<file path="config.mk">
export PLATFORM = sky130hd
export DESIGN_NAME = gfx_addr_pixel
export DESIGN_NICKNAME = d
export VERILOG_FILES = /design/src/hdl/gfx_pkg.sv /design/src/hdl/gfx_addr_pixel.sv
export SDC_FILE = /design/constraint.sdc
export NUM_CORES = 1
export LEC_CHECK = 0
export BUFFER_PORTS_ARGS = -buffer_cell sky130_fd_sc_hd__buf_2
export CAP_MARGIN = 10
export CORE_MARGIN = 3
export CORE_UTILIZATION = 52
export CTS_BUF_LIST = sky130_fd_sc_hd__clkbuf_8
export CTS_CLUSTER_DIAMETER = 80
export CTS_CLUSTER_SIZE = 14
export DETAILED_ROUTE_END_ITERATION = 10
export GPL_TIMING_DRIVEN = 0
export HOLD_SLACK_MARGIN = 0.15
export PLACE_DENSITY = 0.79
export SYNTH_ARGS = -nofsm -noshare
export SYNTH_HDL_FRONTEND = slang
export SYNTH_SLANG_ARGS = --single-unit
</file>
<file path="constraint.sdc">
create_clock -name clock_i -period 3.7 [get_ports clock_i]
set_clock_uncertainty 0.1 [all_clocks]
set_input_delay 0 -clock clock_i [delete_from_list [all_inputs] [get_ports clock_i]]
set_output_delay 0 -clock clock_i [all_outputs]
set_load 0.005 [all_outputs]
</file>
<file path="src/hdl/gfx_pkg.sv">
// Constants for the graphics address and pixel decode block.
// Assumes a 40 MHz pixel clock and Avalon-MM register access.
package gfx_pkg;
  // Register word byte addresses
  localparam logic [6:0] CTRL_OFS = 7'h00;
  localparam logic [6:0] COLSEL_OFS = 7'h04;
  localparam logic [6:0] START_OFS = 7'h08;
  localparam logic [6:0] CRTC_IDX_OFS = 7'h0c;
  localparam logic [6:0] CRTC_DAT_OFS = 7'h10;
  // Control register fields
  localparam int MODE_LSB = 0;
  localparam int MONO_BIT = 2;
  localparam int MEM64_BIT = 3;
  localparam int PAGE_BIT = 7;
  // Colour select fields
  localparam int PAL_BIT = 5;
  localparam int INTEN_BIT = 4;
  // Reset values
  localparam logic [7:0] CTRL_RST = 8'h00;
  localparam logic [7:0] COLSEL_RST = 8'h00;
  localparam logic [13:0] START_RST = 14'h0000;
  // Memory layout (word address offsets, bytes)
  localparam logic [16:0] BASE_HI = 17'h10000; // 0xB8000 window
  localparam logic [16:0] BASE_LO = 17'h00000; // 0xA8000 window
  localparam logic [16:0] BANK_STEP = 17'h02000;
  localparam logic [16:0] BANK16_STEP = 17'h04000;
  localparam logic [16:0] HALF_STEP = 17'h08000;
  localparam logic [12:0] BANK_USED = 13'h1f40;
  // Raster sizes
  localparam int COLS_LOW = 320;
  localparam int COLS_HIGH = 640;
  localparam int ROWS_LOW = 200;
  localparam int SCANS = 400;
  localparam int BYTES_ROW = 80;
  // Cursor registers and timing register range
  localparam logic [4:0] CUR_START_REG = 5'h0a;
  localparam logic [4:0] CUR_END_REG = 5'h0b;
  localparam logic [4:0] TIMING_LAST = 5'h09;
  typedef enum logic [1:0] {
    MODE_LOW, MODE_MED, MODE_HICOL, MODE_HIMONO
  } gfx_mode_e;
  // Adapter values for timing registers 0..9, per 200 or 400 row modes
  localparam logic [7:0] TIM200 [10] = '{8'h34, 8'h28, 8'h2c, 8'h05,
    8'h68, 8'h00, 8'h64, 8'h64, 8'h00, 8'h03};
  localparam logic [7:0] TIM400 [10] = '{8'h69, 8'h50, 8'h58, 8'h0a,
    8'h68, 8'h00, 8'h64, 8'h64, 8'h00, 8'h03};
endpackage

</file>
<file path="src/hdl/gfx_addr_pixel.sv">
// Graphics scan addressing, pixel decode and controller write filter.
// Assumes video memory answers a fetch request on the next cycle.
//
// Decided for this implementation: the Avalon-MM register port and the register addresses.
`timescale 1ns/1ps
// Summary of operation
// Low mode shows 320 by 200 pixels, two bits each.
// Low mode repeats each row on the following odd scan.
// 200-row even rows from base bank, odd rows 0x2000 higher.
// Low mode bytes hold four adjacent pixels, first byte leftmost.
// Upper bit red, lower green; zero pixel shows background.
// Foreground blue follows colour-select bit 5.
// Mono bit in low mode gives a third palette.
// Start address zero means base; nonzero shifts to another page.
// Page bit picks 32 KB half when 64 KB present.
// Lower window holds further even/odd bank pairs.
// Medium mode: one bit per pixel, eight per byte.
// High colour: scan mod 4 picks bank B8000,BC000,A8000,AC000.
// High colour: two bits per pixel, top bits first.
// High mono: one bit per pixel, image two in lower window.
// High mono: four 8 KB banks, every fourth scan each.
// Graphics cursor start 0..7 doubled, end 0..7 becomes 2n+1, 8..15 unchanged.
// Software keeps cursor start not above cursor end.
// Timing registers 0..9 forced to adapter values.
// Host writes index first, then data.
// Colour-select low bits are background; bit 5 picks palette.
// Pixels leave each byte most significant first.
module gfx_addr_pixel
  import gfx_pkg::*;
#(
  parameter int ADDR_W = 17
) (
  input wire logic clock_i,
  input wire logic rstn_i,
  input wire logic [4:0] avs_address_i,
  input wire logic avs_read_i,
  input wire logic avs_write_i,
  input wire logic [31:0] avs_writedata_i,
  output logic [31:0] avs_readdata_o,
  output logic avs_waitrequest_o,
  input wire logic scan_start_i,
  input wire logic [8:0] scan_i,
  output logic [ADDR_W-1:0] vmem_addr_o,
  output logic vmem_req_o,
  input wire logic [7:0] vmem_data_i,
  output logic red_o,
  output logic green_o,
  output logic blue_o,
  output logic inten_o,
  output logic pixel_valid_o,
  output logic crtc_we_o,
  output logic [4:0] crtc_reg_o,
  output logic [7:0] crtc_data_o
);
  typedef enum logic [1:0] {S_IDLE, S_FETCH, S_SHIFT} fetch_e;
  logic [7:0] ctrl_q;
  logic [7:0] colsel_q;
  logic [13:0] start_q;
  logic [4:0] idx_q;
  logic ack_q;
  logic [31:0] rdata_q;
  fetch_e st_q;
  logic [7:0] col_q;
  logic [7:0] col_last;
  logic ld_q;
  logic [8:0] scan_q;
  logic [7:0] shift_q;
  logic [2:0] pix_q;
  logic [ADDR_W-1:0] addr_q;
  logic req_q;
  logic r_q, g_q, b_q, i_q, v_q;
  logic cwe_q;
  logic [4:0] creg_q;
  logic [7:0] cdat_q;
  gfx_mode_e mode;
  logic sel;
  logic two_bit;
  logic [ADDR_W-1:0] bank_base;
  logic [13:0] row_off;
  logic [7:0] conv;
  logic [3:0] cur_v;

  assign mode = gfx_mode_e'(ctrl_q[MODE_LSB +: 2]);
  assign two_bit = (mode == MODE_LOW) || (mode == MODE_HICOL);
  assign sel = avs_read_i | avs_write_i;
  // High colour rows are twice as wide in bytes
  assign col_last = (mode == MODE_HICOL) ? 8'(2 * BYTES_ROW - 1)
                                         : 8'(BYTES_ROW - 1);

  // Avalon slave: one wait cycle per access, then acknowledge
  always_ff @(posedge clock_i or negedge rstn_i) begin
    if (!rstn_i) begin
      ack_q <= 1'b0;
    end else begin
      ack_q <= sel & ~ack_q;
    end
  end
  assign avs_waitrequest_o = ~ack_q;

  // Register writes
  always_ff @(posedge clock_i or negedge rstn_i) begin
    if (!rstn_i) begin
      ctrl_q <= CTRL_RST;
      colsel_q <= COLSEL_RST;
      start_q <= START_RST;
      idx_q <= 5'h00;
    end else if (avs_write_i && ack_q) begin
      case ({avs_address_i, 2'b00})
        CTRL_OFS: ctrl_q <= avs_writedata_i[7:0];
        COLSEL_OFS: colsel_q <= avs_writedata_i[7:0];
        START_OFS: start_q <= avs_writedata_i[13:0];
        CRTC_IDX_OFS: idx_q <= avs_writedata_i[4:0];
        default: ;
      endcase
    end
  end

  // Read data, unmapped words read zero
  always_ff @(posedge clock_i or negedge rstn_i) begin
    if (!rstn_i) begin
      rdata_q <= 32'h0000_0000;
    end else begin
      case ({avs_address_i, 2'b00})
        CTRL_OFS: rdata_q <= {24'h000000, ctrl_q};
        COLSEL_OFS: rdata_q <= {24'h000000, colsel_q};
        START_OFS: rdata_q <= {18'h00000, start_q};
        CRTC_IDX_OFS: rdata_q <= {18'h00000, scan_q, idx_q};
        default: rdata_q <= 32'h0000_0000;
      endcase
    end
  end
  assign avs_readdata_o = rdata_q;

  // Cursor translation for graphics modes
  always_comb begin
    cur_v = avs_writedata_i[3:0];
    if (!cur_v[3]) begin
      conv = {3'b000, cur_v[2:0], 2'b00} >> 1; // becomes 2n
    end else begin
      conv = {4'h0, cur_v};
    end
  end

  // Controller write filter
  always_ff @(posedge clock_i or negedge rstn_i) begin
    if (!rstn_i) begin
      cwe_q <= 1'b0;
      creg_q <= 5'h00;
      cdat_q <= 8'h00;
    end else begin
      cwe_q <= 1'b0;
      if (avs_write_i && ack_q && {avs_address_i, 2'b00} == CRTC_DAT_OFS)
      begin
        cwe_q <= 1'b1;
        creg_q <= idx_q;
        cdat_q <= avs_writedata_i[7:0];
        if (idx_q <= TIMING_LAST) begin
          if (mode == MODE_LOW || mode == MODE_MED) begin
            cdat_q <= TIM200[idx_q[3:0]];
          end else begin
            cdat_q <= TIM400[idx_q[3:0]];
          end
        end else if (idx_q == CUR_START_REG) begin
          cdat_q <= {avs_writedata_i[7:4], conv[3:0]};
        end else if (idx_q == CUR_END_REG) begin
          cdat_q <= {avs_writedata_i[7:4], conv[3:0] | {3'b000, ~cur_v[3]}};
        end
      end
    end
  end

  // Bank base per mode and scan
  always_comb begin
    row_off = 14'h0000;
    bank_base = '0;
    case (mode)
      MODE_LOW, MODE_MED: begin
        row_off = 14'(scan_q[8:2] * BYTES_ROW); // bank row = scan/4
        bank_base = scan_q[1] ? BANK_STEP : '0;
        bank_base = bank_base + (ctrl_q[PAGE_BIT] && ctrl_q[MEM64_BIT] ?
          BASE_LO : BASE_HI);
      end
      MODE_HICOL: begin
        row_off = 14'(scan_q[8:2] * (2 * BYTES_ROW));
        case (scan_q[1:0])
          2'd0: bank_base = BASE_HI;
          2'd1: bank_base = BASE_HI + BANK16_STEP;
          2'd2: bank_base = BASE_LO;
          default: bank_base = BASE_LO + BANK16_STEP;
        endcase
      end
      default: begin
        row_off = 14'(scan_q[8:2] * BYTES_ROW);
        // Scans 0,2,1,3 modulo four sit in banks 0,1,2,3
        bank_base = (ctrl_q[PAGE_BIT] ? BASE_LO : BASE_HI)
          + 17'({scan_q[0], scan_q[1]}) * BANK_STEP;
      end
    endcase
  end

  // Fetch sequencer: one byte per 8 or 4 pixels
  always_ff @(posedge clock_i or negedge rstn_i) begin
    if (!rstn_i) begin
      st_q <= S_IDLE;
      col_q <= 8'h00;
      scan_q <= 9'h000;
      req_q <= 1'b0;
      ld_q <= 1'b0;
      addr_q <= '0;
      shift_q <= 8'h00;
      pix_q <= 3'h0;
    end else begin
      req_q <= 1'b0;
      ld_q <= req_q;
      case (st_q)
        S_IDLE: begin
          if (scan_start_i && scan_i < 9'(SCANS)) begin
            scan_q <= scan_i;
            col_q <= 8'h00;
            st_q <= S_FETCH;
          end
        end
        S_FETCH: begin
          req_q <= 1'b1;
          addr_q <= ADDR_W'(bank_base + {3'h0, row_off} + {9'h000, col_q}
            + {start_q, 1'b0});
          st_q <= S_SHIFT;
          pix_q <= two_bit ? 3'd4 : 3'd0;
        end
        S_SHIFT: begin
          // Memory answers in the cycle after the request pulse
          if (req_q) begin
            shift_q <= shift_q;
          end else if (ld_q) begin
            shift_q <= vmem_data_i;
          end else begin
            shift_q <= two_bit ? {shift_q[5:0], 2'b00}
                               : {shift_q[6:0], 1'b0};
            pix_q <= pix_q + 3'd1;
            if (pix_q == 3'd7) begin
              col_q <= col_q + 8'd1;
              st_q <= (col_q == col_last) ? S_IDLE : S_FETCH;
            end
          end
        end
        default: st_q <= S_IDLE;
      endcase
    end
  end
  assign vmem_addr_o = addr_q;
  assign vmem_req_o = req_q;

  // Pixel decode to guns
  always_ff @(posedge clock_i or negedge rstn_i) begin
    if (!rstn_i) begin
      {r_q, g_q, b_q, i_q, v_q} <= 5'b00000;
    end else begin
      v_q <= (st_q == S_SHIFT) && !req_q && !ld_q;
      if (two_bit) begin
        if (shift_q[7:6] == 2'b00) begin
          {r_q, g_q, b_q} <= colsel_q[2:0];
          i_q <= colsel_q[3];
        end else begin
          r_q <= shift_q[7];
          g_q <= shift_q[6];
          b_q <= ctrl_q[MONO_BIT] ? ~shift_q[7] | colsel_q[PAL_BIT]
                                  : colsel_q[PAL_BIT];
          i_q <= colsel_q[INTEN_BIT];
        end
      end else begin
        {r_q, g_q, b_q, i_q} <= {4{shift_q[7]}};
      end
    end
  end
  assign {red_o, green_o, blue_o, inten_o, pixel_valid_o} =
    {r_q, g_q, b_q, i_q, v_q};
  assign crtc_we_o = cwe_q;
  assign crtc_reg_o = creg_q;
  assign crtc_data_o = cdat_q;
endmodule

</file>
# [Yosys cells after proc, flatten, opt, wreduce, memory -nomap -nowiden]
# Memories as Yosys holds them, arrays and structs flattened.
# Index checks and enable logic that the tools add are counted.
[classes] n_addsub=7 n_reduce_logical=27 n_shift=0 muxes=45 n_bitwise=9 n_mul=2 eq_ne=18 magnitude_cmp=3 div=0
[ops] op="8-bit 2-to-1 mux" n=13
[ops] op="14-bit one-hot mux with 4 select lines" n=1
[ops] op="17-bit one-hot mux with 3 select lines" n=1
[ops] op="17-bit by 15-bit adder with 17-bit output" n=2
[ops] op="17-bit 2-to-1 mux" n=2
[ops] op="17-bit one-hot mux with 2 select lines" n=1
[ops] op="14-bit 2-to-1 mux" n=2
[ops] op="14-bit by 17-bit adder with 17-bit output" n=1
[ops] op="17-bit by 14-bit adder with 17-bit output" n=1
[ops] op="17-bit by 8-bit adder with 17-bit output" n=1
[ops] op="8-bit one-hot mux with 2 select lines" n=1
[ops] op="1-bit 2-to-1 mux" n=12
[ops] op="4-bit 2-to-1 mux" n=3
[ops] op="2-bit AND reduction" n=6
[ops] op="5-bit by 2-bit equality test with 1-bit output (second input constant)" n=2
[ops] op="5-bit by 4-bit equality test with 1-bit output (second input constant)" n=2
[ops] op="7-bit by 3-bit multiplier with 10-bit output (second input constant)" n=1
[ops] op="9-bit less-than comparator (second input constant)" n=1
[ops] op="7-bit by 3-bit multiplier with 9-bit output (second input constant)" n=1
[ops] op="3-bit 2-to-1 mux" n=3
[ops] op="8-bit by 1-bit adder with 8-bit output (second input constant)" n=1
[ops] op="8-bit equality test" n=1
[ops] op="2-bit zero test" n=4
[ops] op="2-bit 2-to-1 mux" n=4
[ops] op="25 further kinds" n=44
[word_totals] inputBits=59 rom_bits=256 output_inout_bits=70 mem_bits_rw=0 regBits=136 latchBits=0 n_memories=2
[mem_list] memory="(name not given)" depth=16 word_bits=8 read_ports=1 rd_ports_with_merged_regs=0 write_ports=0 line_no="gfx_addr_pixel.sv:161" source="cdat_q <= TIM400[idx_q[3:0]];"
[mem_list] memory="(name not given)" depth=16 word_bits=8 read_ports=1 rd_ports_with_merged_regs=0 write_ports=0 line_no="gfx_addr_pixel.sv:159" source="cdat_q <= TIM200[idx_q[3:0]];"

# [Logic depth before layout (Yosys ltp)]
# Gate-level depths: netlist (run 1).
[depth] ltp_word=8 mapped_depth=17 depth_no_buf=17

# [Least setup slack after synthesis (run 1)]
# No wires, ideal clock.
[synth_timing] path_kind="reg-to-reg" start="register scan_q[3]" end="register addr_q[15], in the netlist vmem_addr_o[15]" path_buffers=0 period_less_slack_ns=3.803 t_arrival_ns=3.567 setup_slack_ns=-0.103 path_stages_with_launch=17 required_ns=3.464 cell_sequence="dfrtp_1 > ha_1 > ha_1 > fa_1 > a21oi_1 > nor2_1 > nor2_1 > nor2b_1 > o211ai_1 > o21ai_0 > fa_1 > ha_1 > and2_1 > nand2_1 > o41ai_1 > xnor2_1 > o21ai_0"
[synth_via] elab_chain_len=5 word_cells_on_any_way=6 classes_between="add/sub (3); mul (2); mux (1)"
[synth_lines] item="from (decl)" line_no="gfx_addr_pixel.sv:66" source="logic [8:0] scan_q;"
[synth_lines] item="from (signal assigned)" line_no="gfx_addr_pixel.sv:218" source="scan_q <= scan_i;"
[synth_lines] item="7-bit by 3-bit multiplier with 10-bit output / 7-bit by 3-bit multiplier with 9-bit output (equally long branches)" line_no="gfx_addr_pixel.sv:178, gfx_addr_pixel.sv:193, gfx_addr_pixel.sv:184"
[synth_lines] item="14-bit 2-to-1 mux (*)"
[synth_lines] item="17-bit by 14-bit adder with 17-bit output (*)" line_no="gfx_addr_pixel.sv:225" source="addr_q <= ADDR_W'(bank_base + {3'h0, row_off} + {9'h000, col_q}"
[synth_lines] item="17-bit by 8-bit adder with 17-bit output (*)" line_no="gfx_addr_pixel.sv:225"
[synth_lines] item="17-bit by 15-bit adder with 17-bit output (*)" line_no="gfx_addr_pixel.sv:226" source="+ {start_q, 1'b0});"
[synth_lines] item="to (signal assigned)" line_no="gfx_addr_pixel.sv:225"
[synth_lines] item="to (decl)" line_no="gfx_addr_pixel.sv:69" source="logic [ADDR_W-1:0] addr_q;"
# Mark *: on every way between the ends. The rest lies on a longest branch, timed or not.
# A chain may end at the register's enable or synchronous reset.

# [Final worst setup path (run 1)]
[layout_timing] start="register scan_q[2]" end="register addr_q[15], in the netlist vmem_addr_o[15]"
# The elaborated chain is that of the path after synthesis.

==> impl_results.md, run 1 <==
- Layout cell share with drive strength beyond 1: 30.7%
- Filler instances: 896
- Die Height: 120 um
- Full die area: 14300 um2
- Clock tree buffer depth: 2
- Final Instance Area: 8740 um2
- Core Box Area: 12300 um2
- Worst setup SP type: flop
- Max stage delay on crit path: 0.57 ns
- Buffers on Ports: 91
- Largest net degree at the start of global routing: 55
- Cts bufs inserted: 17
- DP HPWL: 11800 um
- Nets: 938
- Violations in the final reports: setup timing
- Slew Limit Fails: 0
- Synth Area per Inst: 10.5 um2
- CTS Sinks: 118
- Vias in the first global route: 5723
- Unrepaired setup endpoints after global routing: true
- DR vias/cell: 5.57
- Leading area contributor after synthesis: dfrtp_1
- Total gr overflow: 0
- CTS tree: yes
- Unique masters post-synth: 63
- Kind of critical path: reg2reg
- Starting DRC count in detailed routing: 382
- Area contributors post-synth: dfrtp_1, mux2_2, ha_1, nand2_1, o21ai_0
- Status: complete, but fails checks
- Setup WS post-layout: -0.157 ns
- Post-DRT Antenna Nets: 0
- Final setup vio count: 2
- Crit-path max FO: 7
- # IOs: 129
- Slew HR: 60.1%
- Synth-to-Final Area Change: 30.4%
- Final GP Congestion: 0.882
- Crit path required time: 3.92 ns
- CP endpoint kind: flop
- DR WL/cell: 17.2 um
- Vias: 5627
- Initial antenna violation count: 0
- # diodes: 0
- Clock latency on the worst-skew pair: 0.46 ns
- Util after Layout: 71.0%
- Die width: 120 um
- Post-synth top flop: dfrtp_1
- Worst EP arrival: 4.08 ns
- Worst path bufs/invs: 0
- Post-synthesis cell count: 636
- PwrDens: 811 nW/um2
- Total track usage: 24.5%
- Slowest-stage cell, CP: fa_1
- Post-synthesis sequential area ratio: 44.0%
- Commonest cells post-synth: dfrtp_1, nand2_1, mux2_2, o21ai_0, nor2_1
- Peak VDD IR: 634 uV
- Post-Synthesis Cell Area: 6700 um2
- Max Freq: 259 MHz
- Synth warnings: 0
- Post-synth EDFFs: 0
- Clock Tree Root: clkbuf_8
- WL final: 17400 um
- Synthesized flop and latch total: 118
- DP Area: 7510 um2
- H-tree depth: 4
- Final worst-path cycle share: 104%
- Fin crit period: 3.86 ns
- Critical path, cell by cell: ha_1 > ha_2 > fa_2 > a21oi_2 > nor2_1 > nor2_1 > nor2b_1 > o211ai_1 > o21ai_1 > fa_1 > ha_4 > a21oi_4 > a21oi_2 > a311oi_2 > o41ai_2 > xnor2_1 > o21ai_1
- Worst slew pin tran: 0.591 ns
- Crit-path leading delay family: adder cells
- Initial Util: 54.5%
- Global-route wire length before repair: 27800 um
- Most frequent cell after synthesis: dfrtp_1
- DRT Pass-1 Iters: 7
- Clock-pin slew on the worst setup and hold paths: 0.07 ns
- Lkg Pwr: 4.27 nW
- Async S/R FF share, synth: 100%
- Max-Cap Viols: 0
- Hold Path Class: in2reg
- Final Hold Viols: 0
- Row count: 40
- Top-area cell type share of the netlist area: 44.0%
- Drt drc: 0
-- through the flow --
step,TNS (ns),worst slack [ns],power [mW],hold WS [ns],instances
after global routing,-0.683,-0.342,7.58,0.219,1011
after detailed placement,-0.711,-0.353,5.09,-0.172,914
after CTS,-0.185,-0.185,6.73,0.192,1007
final,-0.230,-0.157,7.09,0.209,1011
after global placement,-0.467,-0.266,4.95,0.119,912
after floorplan,0,0.0131,4.25,-0.396,653
-- worst min-delay path: stages --
cell and delay, ns:
dlygate4sd3_1 0.51, buf_2 0.09, mux2_2 0.13
-- layout make-up --
| class | count | area, um2 | share of cell area, % |
|---|---|---|---|
| multi-input combinational | 469 | 3600 | 41.2 |
| sequential | 118 | 2960 | 33.8 |
| timing repair buffer | 160 | 1180 | 13.5 |
| buffer | 46 | 279 | 3.19 |
| clock buffer | 17 | 234 | 2.68 |
| tap | 168 | 210 | 2.40 |
| clock inverter | 14 | 209 | 2.39 |
| inverter | 19 | 71.3 | 0.816 |
-- logic make-up (layout without fill, tap and decap cells) --
family / after synthesis / count (layout) / share of synthesized area (%)
mux: 76 / 76 / 13.7
fa+ha+maj: 48 / 48 / 9.74
other cells: 1 / 18 / 0.0559
simple gates: 182 / 182 / 13.1
buf+inv: 66 / 256 / 5.28
flops: 118 / 118 / 44.0
compound gates: 126 / 126 / 11.6
xor+xnor: 19 / 19 / 2.48
-- what timing repair did --
item                                   in CTS  in global routing
setup endpoints to repair                   4                  7
gates resized for setup                    10                 20
endpoints found under the hold margin     206                  0
pin swaps                                   4                 21
setup buffers                               2                  4
hold buffers                               60                  0
-- cells in the final DEF (no fill, tap or decap), types with 3 or more instances in the layout --
master / synthesis / routed
nand2b_1: 5 / 5
fa_1: 7 / 6
buf_4: 20 / 27
a31oi_1: 3 / 3
a221oi_2: 2 / 3
ha_4: 0 / 4
nor2_1: 44 / 44
dlygate4sd3_1: 0 / 60
o21ai_1: 3 / 6
nand2_1: 75 / 74
inv_1: 19 / 20
o21a_1: 4 / 4
buf_2: 12 / 101
a21oi_1: 34 / 29
clkinvlp_4: 0 / 3
xor2_1: 10 / 9
clkinv_2: 0 / 3
ha_2: 0 / 5
dfrtp_2: 0 / 3
o21ai_0: 46 / 41
clkbuf_8: 0 / 17
mux2i_1: 22 / 22
bufinv_16: 0 / 5
a21o_1: 5 / 5
nor2b_1: 4 / 4
xnor2_1: 9 / 8
a22o_1: 6 / 6
ha_1: 41 / 32
nor3_1: 11 / 11
and2_1: 12 / 12
clkbuf_1: 11 / 10
a21oi_2: 1 / 5
mux4_2: 8 / 8
mux2_2: 46 / 46
nand3_1: 9 / 9
o21bai_1: 4 / 4
conb_1: 1 / 18
dfrtp_1: 118 / 115
-- worst paths after layout --
kind	slack (ns)	startpoint	to	cells past startpoint
max	-0.16	scan_q[2]	vmem_addr_o[15]	17
min	0.21	avs_writedata_i[12]	start_q[12]	3
max reg2reg	-0.16	scan_q[2]	vmem_addr_o[15]	17
min reg2reg	0.37	vmem_req_o	ld_q	0
max in group asynchronous	2.08	rstn_i	vmem_addr_o[11]	5
min in group asynchronous	0.54	rstn_i	crtc_reg_o[0]	4
-- routing by layer --
layer / wire length, um / global-route usage [%] / share of wire (%) / vias to the layer above
met5: 0 / 0 / 0 / -
met4: 718 / 11.5 / 4.1 / 0
met2: 8910 / 42.5 / 51 / 236
met1: 6780 / 29.0 / 39 / 2734
met3: 986 / 5.18 / 5.7 / 64
li1: - / - / - / 2593
-- registers in the layout, summed over array words and instances, names as in the netlist, 8 cells and up --
register,count
ctrl_q,8
crtc_data_o,8
scan_q,9
colsel_q,8
vmem_addr_o,17
col_q,8
shift_q,8
avs_readdata_o,14
start_q,14
-- power breakdown --
group	internal, mW	switching [mW]
Sequential	1.61	0.289
Clock	0.793	0.542
Combinational	1.77	2.08
Total	4.18	2.91
No activity file was read; power rests on OpenSTA's default activity.
==> run 2, diff against run 1 <==
--- a/config.mk
+++ b/config.mk
@@ -5,6 +5,7 @@
 export SDC_FILE = /design/constraint.sdc
 export NUM_CORES = 1
 export LEC_CHECK = 0
+export ABC_AREA = 1
 export BUFFER_PORTS_ARGS = -buffer_cell sky130_fd_sc_hd__buf_2
 export CAP_MARGIN = 10
 export CORE_MARGIN = 3
==> impl_results.md, run 2 <==
- Net switching power figure: 2.25 mW (-23%)
- Final Instance Area: 8680 um2 (-0.67%)
- Hold Path Class: in2reg
- Lkg Pwr: 4.63 nW (+8.3%)
- Max-Cap Viols: 0 (unchanged)
- Slew HR: 47.4% (-13 points)
- Synth Area per Inst: 8.12 um2 (-23%)
- Vias: 6202 (+10%)
- Post-synth EDFFs: 0 (unchanged)
- Post-synthesis cell count: 836 (+31%)
- Nets: 1138 (+21%)
- Worst setup SP type: flop
- Pwr Total: 5.54 mW (-22%)
- Synth-to-Final Area Change: 27.9%
- Cts bufs inserted: 17 (unchanged)
- Leading area contributor after synthesis: dfrtp_1
- Die width: 120 um (+0.60%)
- Pint: 3.29 mW (-21%)
- Worst slew pin tran: 0.787 ns (+0.195 ns)
- Clock tree buffer depth: 2 (unchanged)
- Crit path required time: 3.95 ns (+0.03 ns)
- Max Freq: 284 MHz (+9.4%)
- Total gr overflow: 0 (unchanged)
- Status: finished, final reports clean
- Die Height: 120 um (+0.60%)
- Synth warnings: 0 (unchanged)
- Kind of critical path: reg2reg
- Post-Synth Simple-Gate Area: 22.9% (+9.8 points)
- Post-DRT Antenna Nets: 0 (unchanged)
- Buffers on Ports: 92 (+1.1%)
- Post-synthesis sequential area ratio: 43.5% (-0.55 points)
- Gate power share: 45.8% (-8.5 points)
- Clock Power Share: 21.2% (+2.4 points)
- Dpl ws: 0.0402 ns (+0.394 ns)
- Core Box Area: 12700 um2 (+2.9%)
- Total track usage: 25.8% (+1.3 points)
- Unique masters post-synth: 38 (-40%)
- Row count: 41 (+2.5%)
- Peak VDD IR: 309 uV (-51%)
- CTS Sinks: 118 (unchanged)
- Largest net degree at the start of global routing: 102 (+85%)
- Drt drc: 0 (unchanged)
- DR vias/cell: 5.10 (-8.4%)
- Global-route wire length before repair: 29500 um (+6.2%)
- DRT Pass-1 Iters: 5 (-2)
- Adder-cell share of the synthesized area: 9.62% (-0.12 points)
- PwrDens: 638 nW/um2 (-21%)
- Commonest non-fill, non-tap cell in the layout: nand2_1
- Async S/R FF share, synth: 100% (unchanged)
- Fin crit period: 3.53 ns (-0.330 ns)
- Mux share of post-synthesis cell area: 1.66% (-12 points)
- Top-area cell type share of the netlist area: 43.5% (-0.55 points)
- Layout cell share with drive strength beyond 1: 19.0% (-12 points)
- Synth Area in XOR/XNOR: 1.68% (-0.81 points)
- # IOs: 129 (unchanged)
- Post-Synthesis Cell Area: 6790 um2 (+1.3%)
- Setup WS post-layout: 0.173 ns (+0.330 ns)
- Most frequent cell after synthesis: nand2_1
- Full die area: 14500 um2 (+1.2%)
- Clock latency on the worst-skew pair: 0.46 ns (about the same)
- WL final: 17700 um (+1.6%)
- Final setup vio count: 0 (-2)
- Initial Util: 53.6% (-0.87 points)
- Area contributors post-synth: dfrtp_1, nand2_1, ha_1, o21ai_0, inv_1
- Filler instances: 986 (+10%)
- Sw Share: 40.7% (-0.40 points)
- Final worst-path cycle share: 95.3% (-8.9 points)
- Final Hold Viols: 0 (unchanged)
- Sum Neg Setup Slack: 0 ns (+0.230 ns)
- Placed cells: 1118 (+22%)
- H-tree depth: 4 (unchanged)
- Starting DRC count in detailed routing: 509 (+33%)
- Clock Tree Root: clkbuf_8
- Initial antenna violation count: 1 (+1)
- Util after Layout: 68.5% (-2.5 points)
- Worst EP arrival: 3.78 ns (-0.30 ns)
- Synthesized flop and latch total: 118 (unchanged)
- Largest family of logic cells by synthesized area: simple AND/OR/NAND/NOR gates
- Final GP Congestion: 0.919 (+4.1%)
- DP HPWL: 12100 um (+1.9%)
- Commonest cells post-synth: nand2_1, dfrtp_1, inv_1
- DR WL/cell: 14.5 um (-16%)
- Non-Filler Instances: 1217 (+20%)
- WHS: 0.213 ns (+0.00426 ns)
- Vias in the first global route: 6078 (+6.2%)
- Compound-cell area share of the yosys netlist: 11.3% (-0.29 points)
- Most frequent cells in the layout: nand2_1, dfrtp_1, buf_2
- Max reg flops: 17 (unchanged)
- CTS tree: yes
- Sequential power share: 33.0% (+6.2 points)
- Slew Limit Fails: 0 (unchanged)
- CP endpoint kind: flop
- Crit-path max FO: 4 (-3)
- Clock-pin slew on the worst setup and hold paths: 0.07 ns (about the same)
- DP Area: 7560 um2 (+0.70%)
- Unrepaired setup endpoints after global routing: false
- Post-synth top flop: dfrtp_1
[run 2: cell count changes in the layout (fill, tap and decap cells not counted), sizes merged, moves of 19 or more]
cell   delta
inv      +85
mux2     -40
mux2i    -19
nand2   +179
nand3    +38
o21ai    +41
[run 2: final cells by class]
type / count / area (um2) / share of cell area, %
antenna: 1 / 2.50 / 0.0288
buffer: 36 / 241 / 2.78
clock buffer: 17 / 234 / 2.69
clock inverter: 15 / 153 / 1.76
inverter: 104 / 392 / 4.51
multi-input combinational: 595 / 3340 / 38.5
sequential: 118 / 2950 / 34.0
tap: 172 / 215 / 2.48
timing repair buffer: 159 / 1150 / 13.2
[run 2: path summary, 6_finish.rpt]
path                                start               to  slack, ns  cells after the start
hold reg to reg                     ack_q            ack_q       0.36                      1
setup reg to reg                scan_q[3]  vmem_addr_o[16]       0.17                     18
hold / removal             vmem_data_i[2]       shift_q[2]       0.21                      4
setup / recovery                scan_q[3]  vmem_addr_o[16]       0.17                     18
min in group asynchronous          rstn_i        scan_q[8]       0.58                      4
max in group asynchronous          rstn_i        scan_q[5]       1.76                      4
[run 2: kinds of logic after synthesis]
| group | after synthesis |
|---|---|
| other | 1 |
| multiplexers | 9 |
| adder cells (fa/ha/maj) | 48 |
| XOR/XNOR | 13 |
| AND/OR/NAND/NOR | 371 |
| buffers and inverters | 140 |
| flip-flops | 118 |
| AO/OA/AOI/OAI | 136 |
[run 2: worst max-delay path, stage by stage (launching register included)]
cell and delay [ns]:
dfrtp_1 0.44, ha_4 0.27, ha_4 0.17, fa_2 0.40, a21oi_2 0.15, o21bai_1 0.10
a21oi_1 0.19, o21ai_1 0.10, fa_1 0.53, ha_4 0.31, nand2_1 0.10, nor2_2 0.12
inv_1 0.05, nor2_1 0.09, nand2_1 0.07, nand2_1 0.07, nand2_1 0.04, nand3_1 0.06
nand2_1 0.05
[run 2: power by group through the flow]
stage	combinational (mW)	clock (mW)	sequential (mW)
finish	2.54	1.18	1.83
global placement	2.22	0	1.83
floorplan	1.68	0	1.79
detailed placement	2.29	0	1.83
CTS	2.43	1.19	1.81
global route	2.91	1.25	1.87
[run 2: repair_timing]
| item | 4_1_cts | 5_1_grt |
|---|---|---|
| setup endpoints to repair | 1 | 5 |
| resized for setup | 1 | 12 |
| buffers inserted | 0 | 2 |
| hold buffers | 64 | 0 |
| pin swaps | 0 | 8 |
| hold endpoints to repair | 205 | 0 |
[run 2: per-layer routing]
metal	global-route usage [%]	routed length, um	vias to the layer above
li1	-	-	3076
met1	33.0	7680	2884
met2	42.4	8540	198
met3	6.27	982	44
met4	10.1	472	0
met5	0	0	-
==> run 3, diff against run 2 <==
--- a/config.mk
+++ b/config.mk
@@ -7,16 +7,18 @@
 export LEC_CHECK = 0
 export ABC_AREA = 1
 export BUFFER_PORTS_ARGS = -buffer_cell sky130_fd_sc_hd__buf_2
-export CAP_MARGIN = 10
+export CAP_MARGIN = 0
+export CELL_PAD_IN_SITES_DETAIL_PLACEMENT = 1
+export CELL_PAD_IN_SITES_GLOBAL_PLACEMENT = 2
 export CORE_MARGIN = 3
-export CORE_UTILIZATION = 52
-export CTS_BUF_LIST = sky130_fd_sc_hd__clkbuf_8
+export CORE_UTILIZATION = 29
+export CTS_BUF_LIST = sky130_fd_sc_hd__clkbuf_16
 export CTS_CLUSTER_DIAMETER = 80
 export CTS_CLUSTER_SIZE = 14
 export DETAILED_ROUTE_END_ITERATION = 10
 export GPL_TIMING_DRIVEN = 0
 export HOLD_SLACK_MARGIN = 0.15
-export PLACE_DENSITY = 0.79
+export PLACE_DENSITY_LB_ADDON = 0.1
 export SYNTH_ARGS = -nofsm -noshare
 export SYNTH_HDL_FRONTEND = slang
 export SYNTH_SLANG_ARGS = --single-unit
==> impl_results.md, run 3 (synthesized netlist as in run 2, its figures left out) <==
- Status: finished, final reports clean
- Starting DRC count in detailed routing: 280 (-45%)
- DRT Pass-1 Iters: 4 (-1)
- H-tree depth: 4 (unchanged)
- # diodes: 0 (-1)
- Critical path, cell by cell: ha_1 > ha_4 > a21oi_1 > or2_2 > nand3_1 > nand2_1 > nand3_1 > o21ai_1 > fa_1 > ha_4 > nand2_1 > nand2_1 > nand2_1 > nand2_1 > a21oi_1 > nand3_1 > nand3_1 > nand2_1
- Kind of critical path: reg2reg
- Unrepaired setup endpoints after global routing: false
- Pwr Total: 6.14 mW (+11%)
- Final Hold Viols: 0 (unchanged)
- Slowest-stage cell, CP: fa_1
- Initial antenna violation count: 0 (-1)
- Clock latency on the worst-skew pair: 0.42 ns (-0.04 ns)
- CTS Sinks: 118 (unchanged)
- Cts bufs inserted: 17 (unchanged)
- Slew Limit Fails: 0 (unchanged)
- Synth-to-Final Area Change: 33.8%
- Final Instance Area: 9080 um2 (+4.6%)
- Die Height: 159 um (+32%)
- FF/Latch Area: 2960 um2 (about the same)
- Commonest non-fill, non-tap cell in the layout: nand2_1
- Drt drc: 0 (unchanged)
- Core Box Area: 22800 um2 (+80%)
- Initial Util: 29.7% (-24 points)
- WL final: 21300 um (+20%)
- Row count: 55 (+34%)
- Slew HR: 59.0% (+12 points)
- DP HPWL: 15700 um (+30%)
- Clock tree buffer depth: 2 (unchanged)
- Clock Tree Root: clkbuf_16
- Final setup vio count: 0 (unchanged)
- Peak VDD IR: 272 uV (-12%)
- Lkg Pwr: 4.72 nW (+2.0%)
- FF-to-FF path depth: 18 (unchanged)
- Layout cell share with drive strength beyond 1: 19.1% (+0.13 points)
- Hold Path Class: in2reg
- Worst setup SP type: flop
- Final worst-path cycle share: 93.4% (-1.9 points)
- Max Freq: 289 MHz (+2.1%)
- CP startpoint: scan_q[5]
- Worst r2r src: scan_q[5]
- Vias in the first global route: 6570 (+8.1%)
- DR WL/cell: 15.7 um (+8.1%)
- Dpl ws: -0.0858 ns (-0.126 ns)
- CP endpoint kind: flop
- Max reg flops: 17 (unchanged)
- CTS tree: yes
- Worst reg2reg endpoint: vmem_addr_o[16]
- R2r setup slk: 0.24 ns (+0.07 ns)
- Hold Path Origin: vmem_data_i[2]
- Worst slew pin tran: 0.614 ns (-0.172 ns)
- Full die area: 25300 um2 (+75%)
- Critical Path End: vmem_addr_o[16]
- Worst EP arrival: 3.67 ns (-0.11 ns)
- Total gr overflow: 0 (unchanged)
- Area of the multi-input gates: 3370 um2 (+0.79%)
- PwrDens: 676 nW/um2 (+5.9%)
- Max-Cap Viols: 0 (unchanged)
- Filler instances: 2759 (+180%)
- DP Area: 7740 um2 (+2.3%)
- Fin crit period: 3.46 ns (-0.0712 ns)
- Clock-pin slew on the worst setup and hold paths: 0.06 ns (about the same)
- # IOs: 129 (unchanged)
- Most frequent cells in the layout: nand2_1, dfrtp_1, buf_2
- Die width: 159 um (+32%)
- Crit path required time: 3.92 ns (-0.03 ns)
- Crit-path max FO: 5 (+1)
- Final GP Congestion: 0.786 (-14%)
- Largest net degree at the start of global routing: 66 (-35%)
- Buffers on Ports: 92 (unchanged)
- Global-route wire length before repair: 35400 um (+20%)
- Nets: 1138 (unchanged)
- Max stage delay on crit path: 0.56 ns (+0.03 ns)
- CP dominant cell by count: nand2_1
- Post-DRT Antenna Nets: 0 (unchanged)
- DR vias/cell: 4.51 (-12%)
- Vias: 6106 (-1.5%)
- Setup WS post-layout: 0.244 ns (+0.0712 ns)
- Total track usage: 17.5% (-8.2 points)
[run 3: cell types whose count changed in the layout (fill, tap and decap cells not counted), moves of 2 or more]
cell and change:
clkinv_1 +3, nor2_2 +2, nor2_1 -2, clkinv_2 -3, inv_1 +2, clkbuf_8 -17
inv_6 -3, clkbuf_16 +17, ha_1 -2, clkinv_4 -2
[run 3: power by group]
part,switching [mW],total [mW],internal (mW)
Combinational,1.51,2.65,1.14
Sequential,0.244,1.84,1.59
Clock,0.617,1.65,1.04
[run 3: how the worst min path moves through the flow]
stage / endpoint / cells past startpoint
floorplan: ack_q / 0
global placement: ack_q / 3
detailed placement: scan_q[6] / 1
CTS: shift_q[2] / 4
global route: start_q[12] / 3
finish: shift_q[2] / 4
[run 3: layer usage]
layer	track usage, %	up-vias	part of all wire (%)
met4	4.54	0	1.2
met2	28.0	104	45
li1	-	3052	-
met1	24.6	2928	50
met3	3.25	22	3.7
met5	0	-	0
[run 3: worst max-delay path, delay by kind of cell (launching register included)]
family	cells	cell delay [ns]
compound gates	3	0.32
fa+ha+maj	4	1.46
flops	1	0.46
simple gates	11	1.02
[run 3: cell type report]
type | count | area share (%)
inverters | 104 | 4.31
multi-input cells | 595 | 37.1
well taps | 313 | 4.31
plain buffers | 36 | 2.66
repair buffers | 159 | 12.9
flip-flops and latches | 118 | 32.5
clock buffers | 17 | 4.68
clock inverters | 13 | 1.57
[run 3: timing repair]
item,4_1_cts,5_1_grt
setup buffers,0,2
pin swaps,0,9
endpoints found under the hold margin,198,0
hold buffers,64,0
resized for setup,3,18
endpoints found under the setup margin,3,5
[run 3: per-stage QoR]
stage | hold WS (ns) | cells | util, % | setup TNS, ns
floorplan | -0.396 | 853 | - | 0
global placement | 0.118 | 1258 | 33.7 | -0.235
detailed placement | -0.0404 | 1259 | 33.9 | -0.175
CTS | 0.233 | 1353 | 39.3 | 0
global route | 0.258 | 1355 | 39.8 | 0
finish | 0.253 | 1355 | 39.8 | 0
